**config.mk**
```make
export PLATFORM = sky130hd
export DESIGN_NAME = dhpc_core
export DESIGN_NICKNAME = d
export VERILOG_FILES = /design/src/include/dhpc_pkg.sv /design/src/rtl/dhpc_core.sv /design/src/rtl/dhpc_positioner.sv
export SDC_FILE = /design/constraint.sdc
export NUM_CORES = 1
export LEC_CHECK = 0
export ABC_AREA = 0
export BUFFER_PORTS_ARGS = -buffer_cell sky130_fd_sc_hd__buf_2
export CAP_MARGIN = 40
export CORE_AREA = 2 2 207 209
export DETAILED_ROUTE_END_ITERATION = 8
export DIE_AREA = 0 0 209 211
export PLACE_DENSITY = 0.67
export REMOVE_ABC_BUFFERS = 1
export SLEW_MARGIN = 20
export SYNTH_ARGS = -nofsm -noshare
export SYNTH_HDL_FRONTEND = slang
export SYNTH_SLANG_ARGS = --single-unit
export TNS_END_PERCENT = 10
```
**constraint.sdc**
```tcl
create_clock -name i_ref_clk -period 2.8 [get_ports i_ref_clk]
set_input_delay 0.56 -clock i_ref_clk [delete_from_list [all_inputs] [get_ports i_ref_clk]]
set_output_delay 0.56 -clock i_ref_clk [all_outputs]
set_load 0.1 [all_outputs]
```
**src/include/dhpc_pkg.sv**
```systemverilog
package dhpc_pkg;

  // ----------------------------------------
  // Timing
  // ----------------------------------------
  localparam int CLK_MHZ = 100;
  localparam int CLK_PERIOD_NS = 10;
  localparam int STEP_UNIT_US = 1000;
  localparam int STEP_UNIT_CYC = STEP_UNIT_US * CLK_MHZ;
  localparam int STEP_WIDTH_NS = 1000;
  localparam int STEP_WIDTH_CYC = (STEP_WIDTH_NS + CLK_PERIOD_NS - 1) / CLK_PERIOD_NS;
  localparam int BYTE_TIME_NS = 16000;
  localparam int BYTE_CYC = BYTE_TIME_NS / CLK_PERIOD_NS;
  localparam int DIV_W = 17;
  localparam int NUM_DRIVES = 4;
  localparam logic [7:0] RECAL_MAX_STEPS = 8'hFF;
  localparam logic [4:0] STEP_INTERVAL_BASE = 5'h10;

  // ----------------------------------------
  // Register map, byte offsets
  // ----------------------------------------
  localparam logic [4:0] OFF_DATA = 5'h00;
  localparam logic [4:0] OFF_MAIN_STATUS = 5'h04;
  localparam logic [4:0] OFF_CONTROL = 5'h08;
  localparam logic [4:0] OFF_CYLINDERS = 5'h0C;
  localparam logic [4:0] OFF_INT_STATUS = 5'h10;
  localparam int MS_REQ_READY = 7;
  localparam int MS_TO_HOST = 6;
  localparam int MS_BUSY = 4;
  localparam int CTRL_SRT_LSB = 0;
  localparam int CTRL_LOW_POWER = 4;
  localparam int CTRL_DENSITY = 5;
  localparam int CTRL_PRE_GO = 6;
  localparam logic [3:0] CTRL_SRT_RESET = 4'h0;

  // ----------------------------------------
  // Commands and status bytes
  // ----------------------------------------
  localparam logic [7:0] OPC_READID = 8'h0A;
  localparam logic [7:0] OPC_READID_MASK = 8'hBF;
  localparam logic [7:0] OPC_RECAL = 8'h07;
  localparam logic [7:0] OPC_SEEK = 8'h0F;
  localparam logic [7:0] OPC_SENSE_INT = 8'h08;
  localparam int OPC_DENSITY_BIT = 6;
  localparam logic [1:0] IC_NORMAL = 2'h0;
  localparam logic [1:0] IC_ABNORMAL = 2'h1;
  localparam logic [1:0] IC_INVALID = 2'h2;
  localparam logic [7:0] ST1_MISSING_MARK = 8'h01;
  localparam logic [2:0] READID_RES_LEN = 3'h7;

  // ----------------------------------------
  // Track preamble layout
  // ----------------------------------------
  localparam logic [6:0] MFM_GAP_LEN = 7'h50;
  localparam logic [6:0] MFM_SYNC_LEN = 7'h0C;
  localparam logic [6:0] MFM_MARK_LEN = 7'h03;
  localparam logic [6:0] FM_GAP_LEN = 7'h28;
  localparam logic [6:0] FM_SYNC_LEN = 7'h06;
  localparam logic [7:0] GAP_BYTE_MFM = 8'h4E;
  localparam logic [7:0] GAP_BYTE_FM = 8'hFF;
  localparam logic [7:0] SYNC_BYTE = 8'h00;
  localparam logic [7:0] MARK_PREFIX_MFM = 8'hC2;
  localparam logic [7:0] INDEX_MARK_BYTE = 8'hFC;

  // ----------------------------------------
  // Types
  // ----------------------------------------
  typedef struct packed {
    logic [7:0] cyl;
    logic [7:0] head;
    logic [7:0] sector;
    logic [7:0] size;
  } dhpc_id_field_t;

  typedef struct packed {
    logic done;
    logic abnormal;
    logic equip_check;
    logic not_ready;
  } dhpc_pos_report_t;

  typedef enum logic [1:0] {PH_IDLE, PH_PARAM, PH_READID, PH_RESULT} dhpc_phase_t;
  typedef enum logic [2:0] {PRE_IDLE, PRE_WAIT_IDX, PRE_GAP, PRE_SYNC, PRE_MARK, PRE_IAM}
    dhpc_pre_t;
  typedef enum logic [1:0] {POS_IDLE, POS_CHECK, POS_PULSE, POS_WAIT} dhpc_pos_st_t;

endpackage

```
**src/rtl/dhpc_core.sv**
```systemverilog
`timescale 1ns/1ps
module dhpc_core
  import dhpc_pkg::*;
#(
  parameter int unsigned P_STEP_UNIT_CYCLES = STEP_UNIT_CYC,
  parameter int unsigned P_BYTE_CYCLES = BYTE_CYC
)
(
  input wire logic i_ref_clk,
  input wire logic i_nrst,
  input wire logic [2:0] i_avs_address,
  input wire logic i_avs_read,
  input wire logic i_avs_write,
  input wire logic [31:0] i_avs_writedata,
  output logic [31:0] o_avs_readdata,
  output logic o_avs_waitrequest,
  input wire logic [NUM_DRIVES-1:0] i_track_zero_sense,
  input wire logic [NUM_DRIVES-1:0] i_drive_ready,
  input wire logic i_index_pulse_input,
  input wire logic i_id_valid,
  input wire dhpc_id_field_t i_id_field,
  output logic [NUM_DRIVES-1:0] o_step,
  output logic [NUM_DRIVES-1:0] o_dir,
  output logic [1:0] o_drive_sel,
  output logic o_head_select_bit,
  output logic o_int,
  output logic [7:0] o_wr_byte,
  output logic o_wr_strobe
);

  typedef struct packed {
    logic wreq;
    logic [31:0] rdata;
    dhpc_phase_t phase;
    logic [7:0] op;
    logic pcount;
    logic [1:0] drv;
    logic head;
    logic [6:0][7:0] res;
    logic [2:0] ridx;
    logic [2:0] rlen;
    logic idx_cnt;
    logic [3:0] step_interval_setting;
    logic low_power;
    logic dens;
    dhpc_pre_t pre;
    logic [6:0] pre_cnt;
    logic [7:0] wr_byte;
    logic wr_stb;
    logic [DIV_W-1:0] ms_div;
    logic [DIV_W-1:0] byte_div;
    logic ms_tick;
    logic [NUM_DRIVES-1:0] int_pend;
    logic [NUM_DRIVES-1:0][7:0] st0s;
    logic rid_int;
    logic int_line;
    logic [NUM_DRIVES-1:0] trk_s1;
    logic [NUM_DRIVES-1:0] trk_s2;
    logic [NUM_DRIVES-1:0] rdy_s1;
    logic [NUM_DRIVES-1:0] rdy_s2;
    logic idx_s1;
    logic idx_s2;
    logic idx_prev;
    logic [NUM_DRIVES-1:0] start_recal;
    logic [NUM_DRIVES-1:0] start_seek;
    logic [7:0] target;
    logic clear_pos;
  } dhpc_core_state_t;

  dhpc_core_state_t s;
  dhpc_core_state_t next_s;
  logic [NUM_DRIVES-1:0] pos_busy;
  logic [NUM_DRIVES-1:0][7:0] present_cylinder_count;
  dhpc_pos_report_t [NUM_DRIVES-1:0] rpt;

  // ----------------------------------------
  // Per-drive positioners
  // ----------------------------------------
  genvar gd;
  generate
    for (gd = 0; gd < NUM_DRIVES; gd++)
    begin : g_drive
      dhpc_positioner u_pos (
        .i_ref_clk(i_ref_clk),
        .i_nrst(i_nrst),
        .i_tick(s.ms_tick),
        .i_step_interval_setting(s.step_interval_setting),
        .i_start_recal(s.start_recal[gd]),
        .i_start_seek(s.start_seek[gd]),
        .i_target_cylinder(s.target),
        .i_clear(s.clear_pos),
        .i_track_zero_sense(s.trk_s2[gd]),
        .i_ready(s.rdy_s2[gd]),
        .o_step(o_step[gd]),
        .o_dir(o_dir[gd]),
        .o_busy(pos_busy[gd]),
        .o_present_cylinder_count(present_cylinder_count[gd]),
        .o_report(rpt[gd])
      );
    end
  endgenerate

  // ----------------------------------------
  // Next state
  // ----------------------------------------
  logic [4:0] byte_addr;
  logic rd_fire;
  logic wr_fire;
  logic idx_rise;
  logic found;
  logic [7:0] wd;
  logic [6:0] gap_len;
  logic [6:0] sync_len;

  always_comb
  begin
    next_s = s;
    byte_addr = {i_avs_address, 2'b00};
    rd_fire = i_avs_read && !s.wreq;
    wr_fire = i_avs_write && !s.wreq;
    idx_rise = s.idx_s2 && !s.idx_prev;
    found = 1'b0;
    wd = i_avs_writedata[7:0];
    gap_len = s.dens ? MFM_GAP_LEN : FM_GAP_LEN;
    sync_len = s.dens ? MFM_SYNC_LEN : FM_SYNC_LEN;
    next_s.start_recal = '0;
    next_s.start_seek = '0;
    next_s.clear_pos = 1'b0;
    next_s.wr_stb = 1'b0;
    next_s.ms_tick = 1'b0;

    // Pin synchronisers
    next_s.trk_s1 = i_track_zero_sense;
    next_s.trk_s2 = s.trk_s1;
    next_s.rdy_s1 = i_drive_ready;
    next_s.rdy_s2 = s.rdy_s1;
    next_s.idx_s1 = i_index_pulse_input;
    next_s.idx_s2 = s.idx_s1;
    next_s.idx_prev = s.idx_s2;

    // Step interval time base
    next_s.ms_div = s.ms_div + 1'b1;
    if (s.ms_div == DIV_W'(P_STEP_UNIT_CYCLES - 1))
    begin
      next_s.ms_div = '0;
      next_s.ms_tick = 1'b1;
    end

    // Bus: one wait cycle, then answer
    next_s.wreq = !((i_avs_read || i_avs_write) && s.wreq);
    if (i_avs_read && s.wreq)
    begin
      next_s.rdata = '0;
      case (byte_addr)
        OFF_DATA:
          if (s.phase == PH_RESULT)
            next_s.rdata[7:0] = s.res[s.ridx];
        OFF_MAIN_STATUS:
        begin
          next_s.rdata[MS_REQ_READY] = (s.phase != PH_READID);
          next_s.rdata[MS_TO_HOST] = (s.phase == PH_RESULT);
          next_s.rdata[MS_BUSY] = (s.phase != PH_IDLE);
          next_s.rdata[NUM_DRIVES-1:0] = pos_busy;
        end
        OFF_CONTROL:
          next_s.rdata[7:0] = {2'b00, s.dens, s.low_power, s.step_interval_setting};
        OFF_CYLINDERS:
          next_s.rdata = {present_cylinder_count[3], present_cylinder_count[2], present_cylinder_count[1], present_cylinder_count[0]};
        OFF_INT_STATUS:
          next_s.rdata[7:0] = {s.int_pend, 3'b000, s.int_line};
        default:
          next_s.rdata = '0;
      endcase
    end

    if (wr_fire && byte_addr == OFF_CONTROL)
    begin
      next_s.step_interval_setting = i_avs_writedata[CTRL_SRT_LSB +: 4];
      next_s.low_power = i_avs_writedata[CTRL_LOW_POWER];
      next_s.dens = i_avs_writedata[CTRL_DENSITY];
      if (i_avs_writedata[CTRL_PRE_GO] && s.pre == PRE_IDLE)
        next_s.pre = PRE_WAIT_IDX;
      if (s.low_power && !i_avs_writedata[CTRL_LOW_POWER])
      begin
        next_s.clear_pos = 1'b1;
        next_s.st0s = '0;
        next_s.int_pend = '0;
      end
    end

    // ----------------------------------------
    // Command, execution and result phases
    // ----------------------------------------
    // only command and result bytes
    case (s.phase)
      PH_IDLE:
        if (wr_fire && byte_addr == OFF_DATA)
        begin
          next_s.op = wd;
          next_s.pcount = 1'b0;
          next_s.ridx = '0;
          next_s.phase = PH_RESULT;
          next_s.rlen = 3'h1;
          next_s.res[0] = {IC_INVALID, 6'h00};
          if ((wd & OPC_READID_MASK) == OPC_READID || wd == OPC_RECAL || wd == OPC_SEEK)
            next_s.phase = PH_PARAM;
          else if (wd == OPC_SENSE_INT)
          begin
            for (int d = 0; d < NUM_DRIVES; d++)
            begin
              if (s.int_pend[d] && !found)
              begin
                found = 1'b1;
                next_s.res[0] = s.st0s[d];
                next_s.res[1] = present_cylinder_count[d];
                next_s.rlen = 3'h2;
                next_s.int_pend[d] = 1'b0;
              end
            end
          end
        end
      PH_PARAM:
        if (wr_fire && byte_addr == OFF_DATA)
        begin
          if (!s.pcount)
          begin
            next_s.drv = wd[1:0];
            next_s.head = wd[2];
          end
          if (s.op == OPC_SEEK && !s.pcount)
            next_s.pcount = 1'b1;
          else if (s.op == OPC_SEEK)
          begin
            next_s.target = wd;
            next_s.start_seek[s.drv] = 1'b1;
            next_s.phase = PH_IDLE;
          end
          else if (s.op == OPC_RECAL)
          begin
            next_s.start_recal[wd[1:0]] = 1'b1;
            next_s.phase = PH_IDLE;
          end
          else
          begin
            next_s.idx_cnt = 1'b0;
            next_s.phase = PH_READID;
          end
        end
      PH_READID:
      begin
        next_s.ridx = '0;
        next_s.rlen = READID_RES_LEN;
        // Stale id bytes must not leak into a missed-mark result
        next_s.res[6:2] = '0;
        if (i_id_valid)
        begin
          next_s.res[0] = {IC_NORMAL, 3'b000, s.head, s.drv};
          next_s.res[1] = '0;
          next_s.res[3] = i_id_field.cyl;
          next_s.res[4] = i_id_field.head;
          next_s.res[5] = i_id_field.sector;
          next_s.res[6] = i_id_field.size;
          next_s.rid_int = 1'b1;
          next_s.phase = PH_RESULT;
        end
        else if (idx_rise)
        begin
          next_s.idx_cnt = 1'b1;
          if (s.idx_cnt)
          begin
            next_s.res[0] = {IC_ABNORMAL, 3'b000, s.head, s.drv};
            next_s.res[1] = ST1_MISSING_MARK;
            next_s.rid_int = 1'b1;
            next_s.phase = PH_RESULT;
          end
        end
      end
      PH_RESULT:
        if (rd_fire && byte_addr == OFF_DATA)
        begin
          next_s.ridx = s.ridx + 1'b1;
          if (s.ridx == s.rlen - 3'h1)
          begin
            next_s.phase = PH_IDLE;
            next_s.rid_int = 1'b0;
          end
        end
      default:
        next_s.phase = PH_IDLE;
    endcase

    // Completions after clears so a same-cycle end is kept
    for (int d = 0; d < NUM_DRIVES; d++)
    begin
      if (rpt[d].done)
      begin
        next_s.int_pend[d] = 1'b1;
        next_s.st0s[d] = {1'b0, rpt[d].abnormal, 1'b1, rpt[d].equip_check,
                          rpt[d].not_ready, 1'b0, 2'(d)};
      end
    end
    next_s.int_line = (|next_s.int_pend) || next_s.rid_int;

    // ----------------------------------------
    // Track preamble writer
    // ----------------------------------------
    next_s.byte_div = s.byte_div + 1'b1;
    if (s.pre == PRE_IDLE || s.pre == PRE_WAIT_IDX)
      next_s.byte_div = '0;
    case (s.pre)
      PRE_IDLE:
        next_s.pre_cnt = '0;
      PRE_WAIT_IDX:
        if (idx_rise)
          next_s.pre = PRE_GAP;
      default:
        if (s.byte_div == DIV_W'(P_BYTE_CYCLES - 1))
        begin
          next_s.byte_div = '0;
          next_s.wr_stb = 1'b1;
          next_s.pre_cnt = s.pre_cnt + 1'b1;
          case (s.pre)
            PRE_GAP:
            begin
              next_s.wr_byte = s.dens ? GAP_BYTE_MFM : GAP_BYTE_FM;
              if (s.pre_cnt == gap_len - 7'h01)
              begin
                next_s.pre_cnt = '0;
                next_s.pre = PRE_SYNC;
              end
            end
            PRE_SYNC:
            begin
              next_s.wr_byte = SYNC_BYTE;
              if (s.pre_cnt == sync_len - 7'h01)
              begin
                next_s.pre_cnt = '0;
                next_s.pre = s.dens ? PRE_MARK : PRE_IAM;
              end
            end
            PRE_MARK:
            begin
              next_s.wr_byte = MARK_PREFIX_MFM;
              if (s.pre_cnt == MFM_MARK_LEN - 7'h01)
                next_s.pre = PRE_IAM;
            end
            default:
            begin
              next_s.wr_byte = INDEX_MARK_BYTE;
              next_s.pre = PRE_IDLE;
            end
          endcase
        end
    endcase
  end

  always_ff @(posedge i_ref_clk)
  begin
    if (!i_nrst)
    begin
      s <= '0;
      s.wreq <= 1'b1;
      s.step_interval_setting <= CTRL_SRT_RESET;
    end
    else
      s <= next_s;
  end

  assign o_avs_readdata = s.rdata;
  assign o_avs_waitrequest = s.wreq;
  assign o_drive_sel = s.drv;
  assign o_head_select_bit = s.head;
  assign o_int = s.int_line;
  assign o_wr_byte = s.wr_byte;
  assign o_wr_strobe = s.wr_stb;

endmodule

```
**src/rtl/dhpc_positioner.sv**
```systemverilog
`timescale 1ns/1ps
module dhpc_positioner
  import dhpc_pkg::*;
(
  input wire logic i_ref_clk,
  input wire logic i_nrst,
  input wire logic i_tick,
  input wire logic [3:0] i_step_interval_setting,
  input wire logic i_start_recal,
  input wire logic i_start_seek,
  input wire logic [7:0] i_target_cylinder,
  input wire logic i_clear,
  input wire logic i_track_zero_sense,
  input wire logic i_ready,
  output logic o_step,
  output logic o_dir,
  output logic o_busy,
  output logic [7:0] o_present_cylinder_count,
  output dhpc_pos_report_t o_report
);

  typedef struct packed {
    dhpc_pos_st_t st;
    logic recal;
    logic dir;
    logic step;
    logic [7:0] present_cylinder_count;
    logic [7:0] target;
    logic [7:0] steps;
    logic [DIV_W-1:0] cnt;
    dhpc_pos_report_t rpt;
  } dhpc_pos_state_t;

  dhpc_pos_state_t s;
  dhpc_pos_state_t next_s;
  logic [4:0] interval;

  always_comb
  begin
    next_s = s;
    next_s.rpt = '0;
    interval = STEP_INTERVAL_BASE - {1'b0, i_step_interval_setting};
    case (s.st)
      POS_IDLE:
      begin
        if (i_start_recal)
        begin
          next_s.present_cylinder_count = '0;
          next_s.steps = '0;
          next_s.recal = 1'b1;
          next_s.dir = 1'b0;
          next_s.st = POS_CHECK;
        end
        else if (i_start_seek)
        begin
          next_s.target = i_target_cylinder;
          next_s.recal = 1'b0;
          next_s.st = POS_CHECK;
        end
      end
      POS_CHECK:
      begin
        next_s.cnt = '0;
        next_s.st = POS_PULSE;
        if (!i_ready)
        begin
          next_s.rpt = '{done: 1'b1, abnormal: 1'b1, equip_check: 1'b0, not_ready: 1'b1};
          next_s.st = POS_IDLE;
        end
        else if (s.recal)
        begin
          if (i_track_zero_sense)
          begin
            next_s.rpt.done = 1'b1;
            next_s.st = POS_IDLE;
          end
          else if (s.steps == RECAL_MAX_STEPS)
          begin
            next_s.rpt = '{done: 1'b1, abnormal: 1'b1, equip_check: 1'b1, not_ready: 1'b0};
            next_s.st = POS_IDLE;
          end
          else
          begin
            next_s.dir = 1'b0;
            next_s.step = 1'b1;
          end
        end
        else if (s.present_cylinder_count == s.target)
        begin
          next_s.rpt.done = 1'b1;
          next_s.st = POS_IDLE;
        end
        else
        begin
          next_s.dir = (s.present_cylinder_count < s.target);
          next_s.step = 1'b1;
        end
      end
      POS_PULSE:
      begin
        next_s.cnt = s.cnt + 1'b1;
        if (s.cnt == DIV_W'(STEP_WIDTH_CYC - 1))
        begin
          next_s.step = 1'b0;
          next_s.cnt = '0;
          next_s.st = POS_WAIT;
          if (s.recal)
            next_s.steps = s.steps + 1'b1;
          else if (s.dir)
            next_s.present_cylinder_count = s.present_cylinder_count + 1'b1;
          else
            next_s.present_cylinder_count = s.present_cylinder_count - 1'b1;
        end
      end
      POS_WAIT:
      begin
        if (i_tick)
        begin
          next_s.cnt = s.cnt + 1'b1;
          if (s.cnt[4:0] == interval - 5'h01)
            next_s.st = POS_CHECK;
        end
      end
      default:
        next_s.st = POS_IDLE;
    endcase
    if (i_clear)
      next_s.present_cylinder_count = '0;
  end

  always_ff @(posedge i_ref_clk)
  begin
    if (!i_nrst)
      s <= '0;
    else
      s <= next_s;
  end

  assign o_step = s.step;
  assign o_dir = s.dir;
  assign o_busy = (s.st != POS_IDLE);
  assign o_present_cylinder_count = s.present_cylinder_count;
  assign o_report = s.rpt;

endmodule

```
; Word level (Yosys, flattened, before mapping)
; Cells that the tools add are included.
; Widths: inputs -> output; s select.
[totals]
inputBits = 81
wordCells = 659
output_inout_bits = 54
ff_bits = 424
[op_classes]
order_cmp = 9
eq_ne = 111
bitwise_logic = 25
n_reduce_logical = 138
n_mux = 259
addsub = 25
[op_table]
columns = cell, count
row1 = $pmux 17 s3, 4
row2 = $mux 8, 19
row3 = $mux 16, 9
row4 = $pmux 8 s2, 8
row5 = $mux 2, 63
row6 = $mux 17, 7
row7 = $add 17x1->17 const B, 6
row8 = $mux 25, 4
row9 = $mux 3, 27
row10 = $mux 36, 2
row11 = $eq 17x7->1 const B, 4
row12 = $reduce_bool 2->1, 33
row13 = $add 8x1->8 const B, 8
row14 = $reduce_and 4->1, 15
row15 = $mux 1, 56
row16 = $mux 4, 14
row17 = $ne 2x2->1 const B, 27
row18 = $pmux 2 s4, 6
row19 = $reduce_and 6->1, 8
row20 = $ne 3x3->1 const B, 14
row21 = $reduce_and 2->1, 21
row22 = $mux 9, 4
row23 = $mux 7, 5
row24 = $eq 8x8->1, 4
row25 = other kinds (60), 199

; Longest topological paths before layout
; Gate-level depths: netlist of the first run.
[depth]
ltp_word = 30
ltp_mapped = 9
depth_no_buf = 8

; Modules after synthesis
; Synthesis of the first run repeated with hierarchy kept, for this count alone.
[unflattened]
cells_unflattened = 2544
hier_area_um2 = 21804.7
[modules_own_cells]
columns = mod, seq_area_each_um2, n_inst, area_per_inst_um2, cells_each
row1 = dhpc_core, 4364.2, 1, 9809.4, 1167
row2 = dhpc_positioner at g_drive[0].u_pos ..., 1001.0, 3, 3011.6, 344
row3 = dhpc_positioner at g_drive[3].u_pos, 1001.0, 1, 2960.3, 345

; Worst setup path after synthesis of the first run
; OpenSTA, ideal clock, no wires.
[synth_path]
path_type = register to register
start = register s (netlist bit o_avs_waitrequest)
end = register s (netlist bit o_int)
t_arrival_ns = 2.526
setup_ns = 0.120
synth_period_minus_slack_ns = 2.646
path_stages_with_launch = 7
setup_slack_ns = 0.154
n_path_buf = 0
t_required_ns = 2.680
path_cell_list = dfxtp_1 nor3b_1 nand3_1 nand2b_2 or4_1 a31o_1 o31a_1
[synth_via]
elab_chain_len = 12
elab_cells_between_ends = 23
cone_classes = mux (15) / reduce/logical (8)
[synth_rtl]
columns = item, line_no
row1 = from (decl), dhpc_core.sv:70  ; dhpc_core_state_t s;
row2 = from (signal assigned), dhpc_core.sv:366  ; s <= next_s;
row3 = $logic_not 1->1 (*), "dhpc_core.sv:119, dhpc_core.sv:120"
row4 = $logic_and 1x1->1, dhpc_core.sv:120  ; wr_fire = i_avs_write && !s.wreq;
row5 = $logic_and 1x1->1, dhpc_core.sv:176  ; if (wr_fire && byte_addr == OFF_CONTROL)
row6 = $mux 36, dhpc_core.sv:176
row7 = $mux 1, dhpc_core.sv:211  ; if (s.int_pend[d] && !found)
row8 = $mux 4, dhpc_core.sv:207  ; else if (wd == OPC_SENSE_INT)
row9 = $mux 4, dhpc_core.sv:205  ; if ((wd & OPC_READID_MASK) == OPC_READID || wd == OPC_RECAL || wd == OPC_SEEK)
row10 = $mux 4, dhpc_core.sv:197  ; if (wr_fire && byte_addr == OFF_DATA)
row11 = $mux 4, dhpc_core.sv:195  ; case (s.phase)
row12 = $mux 1, dhpc_core.sv:295  ; if (rpt[d].done)
row13 = $reduce_or 4->1, dhpc_core.sv:302  ; next_s.int_line = (|next_s.int_pend) || next_s.rid_int;
row14 = $logic_or 1x1->1 (*), dhpc_core.sv:302
; Mark *: on every way between the ends. The rest lies on a longest branch, timed or not. The select of a mux whose other input is x is not followed.
; A chain may end at the register's enable or synchronous reset.

; Final worst setup path of the first run
[layout_path]
start = register g_drive[3].u_pos.s[4] (netlist name)
end = register g_drive[3].u_pos.s (netlist bit g_drive[3].u_pos.o_present_cylinder_count[5])
[layout_via]
elab_chain_len = 3
[layout_rtl]
columns = item, line_no
row1 = from (decl), dhpc_positioner.sv:34  ; dhpc_pos_state_t s;
row2 = from (signal assigned), dhpc_positioner.sv:136  ; s <= next_s;
row3 = $eq 17x7->1, dhpc_positioner.sv:102  ; if (s.cnt == DIV_W'(STEP_WIDTH_CYC - 1))
row4 = $ne 2x1->1 (no line), -
row5 = $reduce_and 4->1 (no line), -
; No other way between the ends.

==> impl_metrics.json, run 1 <==
{
  "status": "completed",
  "hold_ws_ps": 174,
  "num_io_pins": 135,
  "synth_cell_type_count": 80,
  "n_fill_cell": 3847,
  "nets": 2704,
  "syn-cell-area_mm2": 0.0206,
  "globalplace.congestion": 0.901,
  "synth_top_flop_cell": "dfxtp_1",
  "synthCells": 2486,
  "grt_pass1_wl_um": 86900,
  "drc": 0,
  "num_vias": 17700,
  "combPwrFrac": 0.050,
  "root_buffer": "clkbuf_16",
  "crit_fanout": 6,
  "grt_setup_unrepaired": "no",
  "p_clk_frac": 0.497,
  "antenna_left": 0,
  "cp-start-kind": "register",
  "ctsHoldBuffers": 0,
  "num_antenna_cells": 0,
  "p_switching_w": 0.00309,
  "die_x_um": 209,
  "crit_type": "reg -> reg",
  "grt_pass1_vias": 17000,
  "worstReg2RegEnd": "g_drive[3].u_pos.o_present_cylinder_count[5]$_SDFFE_PP0P_",
  "seq_area_frac_synth": 0.405,
  "wire_per_inst_um": 17.4,
  "ir_worst_vdd_mv": 0.393,
  "rrSetupSlack_ps": 340,
  "setup_viol": 0,
  "fin_skew_ps": 16.8,
  "multi_input_area_mm2": 0.0111,
  "cts.clk_slew.worst_paths_ps": 60,
  "drt_iter0_drc": 1288,
  "firstDrtPassIters": 5,
  "tritoncts": "built",
  "static-leakage-power_nw": 8.50,
  "layout_common_cells": "418 x dfxtp_1, 314 x nor2_1, 242 x nand2_1",
  "postSynthAreaPerCell_um2": 8.31,
  "io_buffers": 110,
  "layout-area-overhead-vs-synth_pct": 12.2,
  "grt_overflow": 0,
  "async_flop_share": 0,
  "synth_warnings": 0,
  "worstSkewPairLatency_ps": 590,
  "ys_seq_elements": 418,
  "grt_usage": 0.241,
  "tns_ps": 0,
  "r2r_cells": 6,
  "vias_per_cell": 5.69,
  "power_frac_seq": 0.453,
  "antenna_found_initial": 0,
  "grt_max_degree": 108,
  "fin_crit_sh": 0.880,
  "wl_um": 53900,
  "cts_max_level": 2,
  "seq_area_mm2": 0.00837,
  "layout_min_cycle_time_ps": 2460,
  "start_util": 0.494,
  "clock-sinks": 418,
  "critPathCaptureType": "register",
  "report.final.slew_viol_count": 0,
  "setup.worst_path.start": "g_drive[3].u_pos.s[4]$_SDFFE_PN0P_",
  "hold_path_startpoint": "i_index_pulse_input",
  "final_common_cell": "dfxtp_1",
  "post-cts-setup-buffers": 0,
  "switching_share": 0.230,
  "rr_startpoint": "g_drive[3].u_pos.s[4]$_SDFFE_PN0P_",
  "internal_power_w": 0.0104,
  "cp.required_ps": 3320,
  "power_density_mw_per_mm2": 580,
  "rows": 75,
  "dp_hpwl_um": 38600,
  "synth_edf_count": 0,
  "dieHeight_um": 211,
  "cts-buffers-inserted": 46,
  "fmax_mhz": 406,
  "cts_resized": 0,
  "hp-class": "in -> reg",
  "max_slew_margin": 0.404,
  "cts_buffer_depth": 3,
  "min_to": "next_s[18]$_SDFF_PN0_",
  "worstMarginPinSlew_ps": 892,
  "hold_violations": 0,
  "drv_cap": 0,
  "arrival_ps": 2980,
  "die_area_mm2": 0.0441,
  "core_mm2": 0.0418,
  "drive_above_1_share": 0.112,
  "min_path_cells": 2
}
[sequential cells by signal (all words and copies together) (netlist names)]
name                                    cells
o_wr_strobe                                 1
g_drive.u_pos.o_report                     16
o_wr_byte                                   6
o_avs_waitrequest                           1
g_drive.u_pos.s                           144
g_drive.u_pos.o_step                        4
g_drive.u_pos.o_dir                         4
g_drive.u_pos.o_present_cylinder_count     32
s                                         164
o_avs_readdata                             32
next_s                                     10
o_drive_sel                                 2
o_int                                       1
o_head_select_bit                           1
[critical path: stages, from the launching register on]
cell     delay (ps)
dfxtp_1         400
ha_1            230
nor4b_1         340
nand4_1         230
or4_1           580
or3b_2          480
a21oi_1         150
[cell usage after synthesis, drive strengths merged, types with 26 or more instances]
cell type	count	area [µm²]
a21oi	195	987
a22oi	32	240
and2	34	213
and3	37	231
buf	65	453
clkbuf	107	402
dfxtp	418	8370
ha	90	1130
inv	89	334
mux2i	40	400
nand2	242	908
nand3	148	741
nand3b	26	195
nand4	56	350
nor2	314	1180
nor2b	30	188
nor3	50	250
o21ai	70	350
xnor2	66	578
xor2	84	736
[logic make-up after synthesis]
logic type,count (synthesis),synth area share
AOI/OAI and AO/OA,457,0.140
adders and majority gates,94,0.0584
and+or+nand+nor,1053,0.248
muxes,53,0.0265
buffers and inverters,261,0.0576
xor gates and xnor gates,150,0.0636
DFF,418,0.405
[how the worst max path moves through the flow]
stage / to / depth (start not counted)
2_1_floorplan: o_int$_SDFF_PN0_ / 6
3_3_place_gp: o_int$_SDFF_PN0_ / 7
3_5_place_dp: o_int$_SDFF_PN0_ / 7
4_1_cts: g_drive[3].u_pos.o_present_cylinder_count[5]$_SDFFE_PP0P_ / 6
5_1_grt: g_drive[3].u_pos.s[28]$_SDFFE_PN0P_ / 7
6_report: g_drive[3].u_pos.o_present_cylinder_count[5]$_SDFFE_PP0P_ / 6
[through the flow]
stage | total power (W) | cell area (µm²) | util | instances | setup WS [ps]
floorplan | 0.00660 | 19800 | - | 2314 | -816
global placement | 0.00687 | 21500 | 0.514 | 3018 | 195
detailed placement | 0.00688 | 21500 | 0.514 | 3020 | 162
CTS | 0.0135 | 23200 | 0.555 | 3106 | 369
global route | 0.0139 | 23200 | 0.555 | 3106 | 2.29
finish | 0.0134 | 23200 | 0.555 | 3106 | 336
[power by group through the flow]
| stage | sequential, W | combinational, W | clock, W |
|---|---|---|---|
| after global routing | 0.00609 | 0.000740 | 0.00703 |
| after global placement | 0.00621 | 0.000656 | 0 |
| after CTS | 0.00608 | 0.000674 | 0.00679 |
| after detailed placement | 0.00621 | 0.000670 | 0 |
| after floorplan | 0.00628 | 0.000314 | 0 |
| final | 0.00608 | 0.000678 | 0.00668 |
[layer usage]
metal,wire length [µm],global-route usage,vias up
met5,0,0,-
met4,2070,0.0978,0
met3,2700,0.0397,125
met2,25100,0.401,423
met1,24100,0.313,8393
li1,-,-,8734
[layout make-up]
type,instances,share of cell area
Clock buffer,64,0.0587
Multi-Input combinational cell,1807,0.479
Timing Repair Buffer,167,0.0433
Inverter,89,0.0146
Tap cell,539,0.0291
Clock inverter,22,0.0142
Sequential cell,418,0.361
(Power assumes the default switching activity.)
==> run 2: changes to the inputs <==
--- a/config.mk
+++ b/config.mk
@@ -8,13 +8,14 @@
 export ABC_AREA = 0
 export BUFFER_PORTS_ARGS = -buffer_cell sky130_fd_sc_hd__buf_2
 export CAP_MARGIN = 40
-export CORE_AREA = 2 2 207 209
+export CORE_AREA = 2 2 212 214
 export DETAILED_ROUTE_END_ITERATION = 8
-export DIE_AREA = 0 0 209 211
+export DIE_AREA = 0 0 214 216
 export PLACE_DENSITY = 0.67
 export REMOVE_ABC_BUFFERS = 1
 export SLEW_MARGIN = 20
 export SYNTH_ARGS = -nofsm -noshare
 export SYNTH_HDL_FRONTEND = slang
+export SYNTH_HIERARCHICAL = 1
 export SYNTH_SLANG_ARGS = --single-unit
 export TNS_END_PERCENT = 10
==> run 2 against run 1 <==
Against the previous run:
- total power is 1.9% lower
- non-clock buffer count down 6
- first-iteration DRC count grew 19%
- synthesized area rose by 5.6%
- global-route usage shrank 0.62 points
- critical path type unchanged
- largest power group unchanged
==> impl_metrics.json, run 2 <==
{
  "layout_min_cycle_time_ps": 2440,
  "die_x_um": 214,
  "nets": 2717,
  "ys_seq_elements": 418,
  "cts_max_level": 2,
  "drt_iter0_drc": 1533,
  "firstDrtPassIters": 5,
  "yosysMostFrequentCell": "dfxtp_1",
  "post-cts-setup-buffers": 0,
  "crit_type": "reg -> reg",
  "wire_per_inst_um": 17.5,
  "grt_pass1_vias": 17100,
  "dp_hpwl_um": 40200,
  "grt_overflow": 0,
  "setup_viol": 0,
  "synth_edf_count": 0,
  "hp-class": "in -> reg",
  "tns_ps": 0,
  "top_register": "s",
  "crit_fanout": 9,
  "power_density_mw_per_mm2": 553,
  "final_common_cell": "dfxtp_1",
  "io_buffers": 110,
  "status": "completed",
  "synthCells": 2544,
  "die_area_mm2": 0.0462,
  "start_util": 0.497,
  "synth_top_flop_cell": "dfxtp_1",
  "max_slew_margin": 0.510,
  "cts_resized": 0,
  "synth.area.top_cells": "dfxtp_1 38%, ha_1 5.2%, nor2_1 4.7%",
  "fin_crit_sh": 0.871,
  "worstMarginPinSlew_ps": 734,
  "cts-buffers-inserted": 45,
  "rows": 77,
  "ir_worst_vdd_mv": 0.514,
  "ctsHoldBuffers": 0,
  "worstSkewPairLatency_ps": 580,
  "globalplace.congestion": 0.887,
  "cts.clk_slew.worst_paths_ps": 60,
  "grt_usage": 0.235,
  "root_buffer": "clkbuf_16",
  "seq_area_frac_synth": 0.384,
  "layout_common_cells": "418 x dfxtp_1, 272 x nor2_1, 246 x nand2_1",
  "antenna_found_initial": 0,
  "synthTopCellsByCount": "418 x dfxtp_1, 272 x nor2_1, 246 x nand2_1",
  "clock-sinks": 418,
  "cp.required_ps": 3300,
  "fin_skew_ps": 20.4,
  "synth_top_area_cell": "dfxtp_1",
  "report.final.slew_viol_count": 0,
  "arrival_ps": 2930,
  "num_vias": 18100,
  "postSynthAreaPerCell_um2": 8.57,
  "tritoncts": "built",
  "cp-start-kind": "register",
  "fmax_mhz": 410,
  "biggestRegsByFlops": "s x164, g_drive.u_pos/s x144",
  "drc": 0,
  "wl_um": 55400,
  "cts_buffer_depth": 3,
  "hold_ws_ps": 192,
  "antenna_left": 0,
  "synth_warnings": 6,
  "yosysTopAreaCellShare": 0.384,
  "n_fill_cell": 3979,
  "syn-cell-area_mm2": 0.0218,
  "core_mm2": 0.0438,
  "synth_cell_type_count": 96,
  "static-leakage-power_nw": 8.90,
  "grt_pass1_wl_um": 89600,
  "dieHeight_um": 216,
  "hold_violations": 0,
  "vias_per_cell": 5.71,
  "drv_cap": 0,
  "async_flop_share": 0,
  "largest_reg_flops": 164,
  "grt_max_degree": 65,
  "num_antenna_cells": 0,
  "num_io_pins": 135,
  "drive_above_1_share": 0.131,
  "critPathCaptureType": "register",
  "grt_setup_unrepaired": "no",
  "layout-area-overhead-vs-synth_pct": 9.36
}
==> run 2: layer usage <==
metal  GRT usage  share of wire
met1       0.319           0.46
met2       0.388           0.46
met3      0.0334          0.055
met4      0.0702          0.022
met5           0              0
==> run 2: area by class of cell <==
| type | count | area (µm²) | share of cell area |
|---|---|---|---|
| Sequential cell | 418 | 8370 | 0.351 |
| Tap cell | 592 | 741 | 0.0311 |
| Timing Repair Buffer | 161 | 958 | 0.0402 |
| Inverter | 98 | 370 | 0.0155 |
| Clock buffer | 68 | 1400 | 0.0588 |
| Clock inverter | 13 | 171 | 0.00719 |
| Multi-Input combinational cell | 1818 | 11800 | 0.496 |
==> run 2: power by group <==
part	internal, W	total, W	leakage (nW)	switching [W]
Sequential	0.00602	0.00609	3.37	0.0000717
Combinational	0.000260	0.000796	4.74	0.000536
Clock	0.00381	0.00630	0.790	0.00248
Total	0.0101	0.0132	8.90	0.00309
==> run 2: metrics by stage <==
step | setup slack [ps] | power (W) | util | area, µm² | cells
2_1_floorplan | -186 | 0.00670 | - | 20600 | 2334
3_3_place_gp | 302 | 0.00699 | 0.508 | 22300 | 3086
3_5_place_dp | 282 | 0.00701 | 0.508 | 22300 | 3087
4_1_cts | 377 | 0.0133 | 0.544 | 23800 | 3168
5_1_grt | 203 | 0.0136 | 0.544 | 23800 | 3168
6_report | 361 | 0.0132 | 0.544 | 23800 | 3168
==> run 2: path summary, 6_finish.rpt <==
kind                                        from                                                   endpoint  slack (ps)  cells after the start
max          g_drive[3].u_pos/o_dir$_SDFFE_PN0P_  g_drive[3].u_pos/o_present_cylinder_count[7]$_SDFFE_PP0P_         360                      7
min                        i_track_zero_sense[1]                                      next_s[29]$_SDFF_PN0_         190                      2
max reg2reg  g_drive[3].u_pos/o_dir$_SDFFE_PN0P_  g_drive[3].u_pos/o_present_cylinder_count[7]$_SDFFE_PP0P_         360                      7
min reg2reg                next_s[18]$_SDFF_PN0_                                      next_s[17]$_SDFF_PN0_         430                      1
==> run 2: logic make-up after synthesis <==
kind of cell / after synthesis / synth area share
AO/OA/AOI/OAI: 493 / 0.155
XOR/XNOR: 155 / 0.0629
adder cells (fa/ha/maj): 95 / 0.0558
buffers and inverters: 308 / 0.0735
flip-flops: 418 / 0.384
multiplexers: 52 / 0.0246
AND/OR/NAND/NOR: 1023 / 0.244
==> run 2: critical path: stages (launching register included) <==
cell     delay (ps)
dfxtp_1         490
inv_1           230
ha_1            400
or3_1           320
o21ai_0         190
nor3_1          110
or4b_1          470
a31oi_1         140
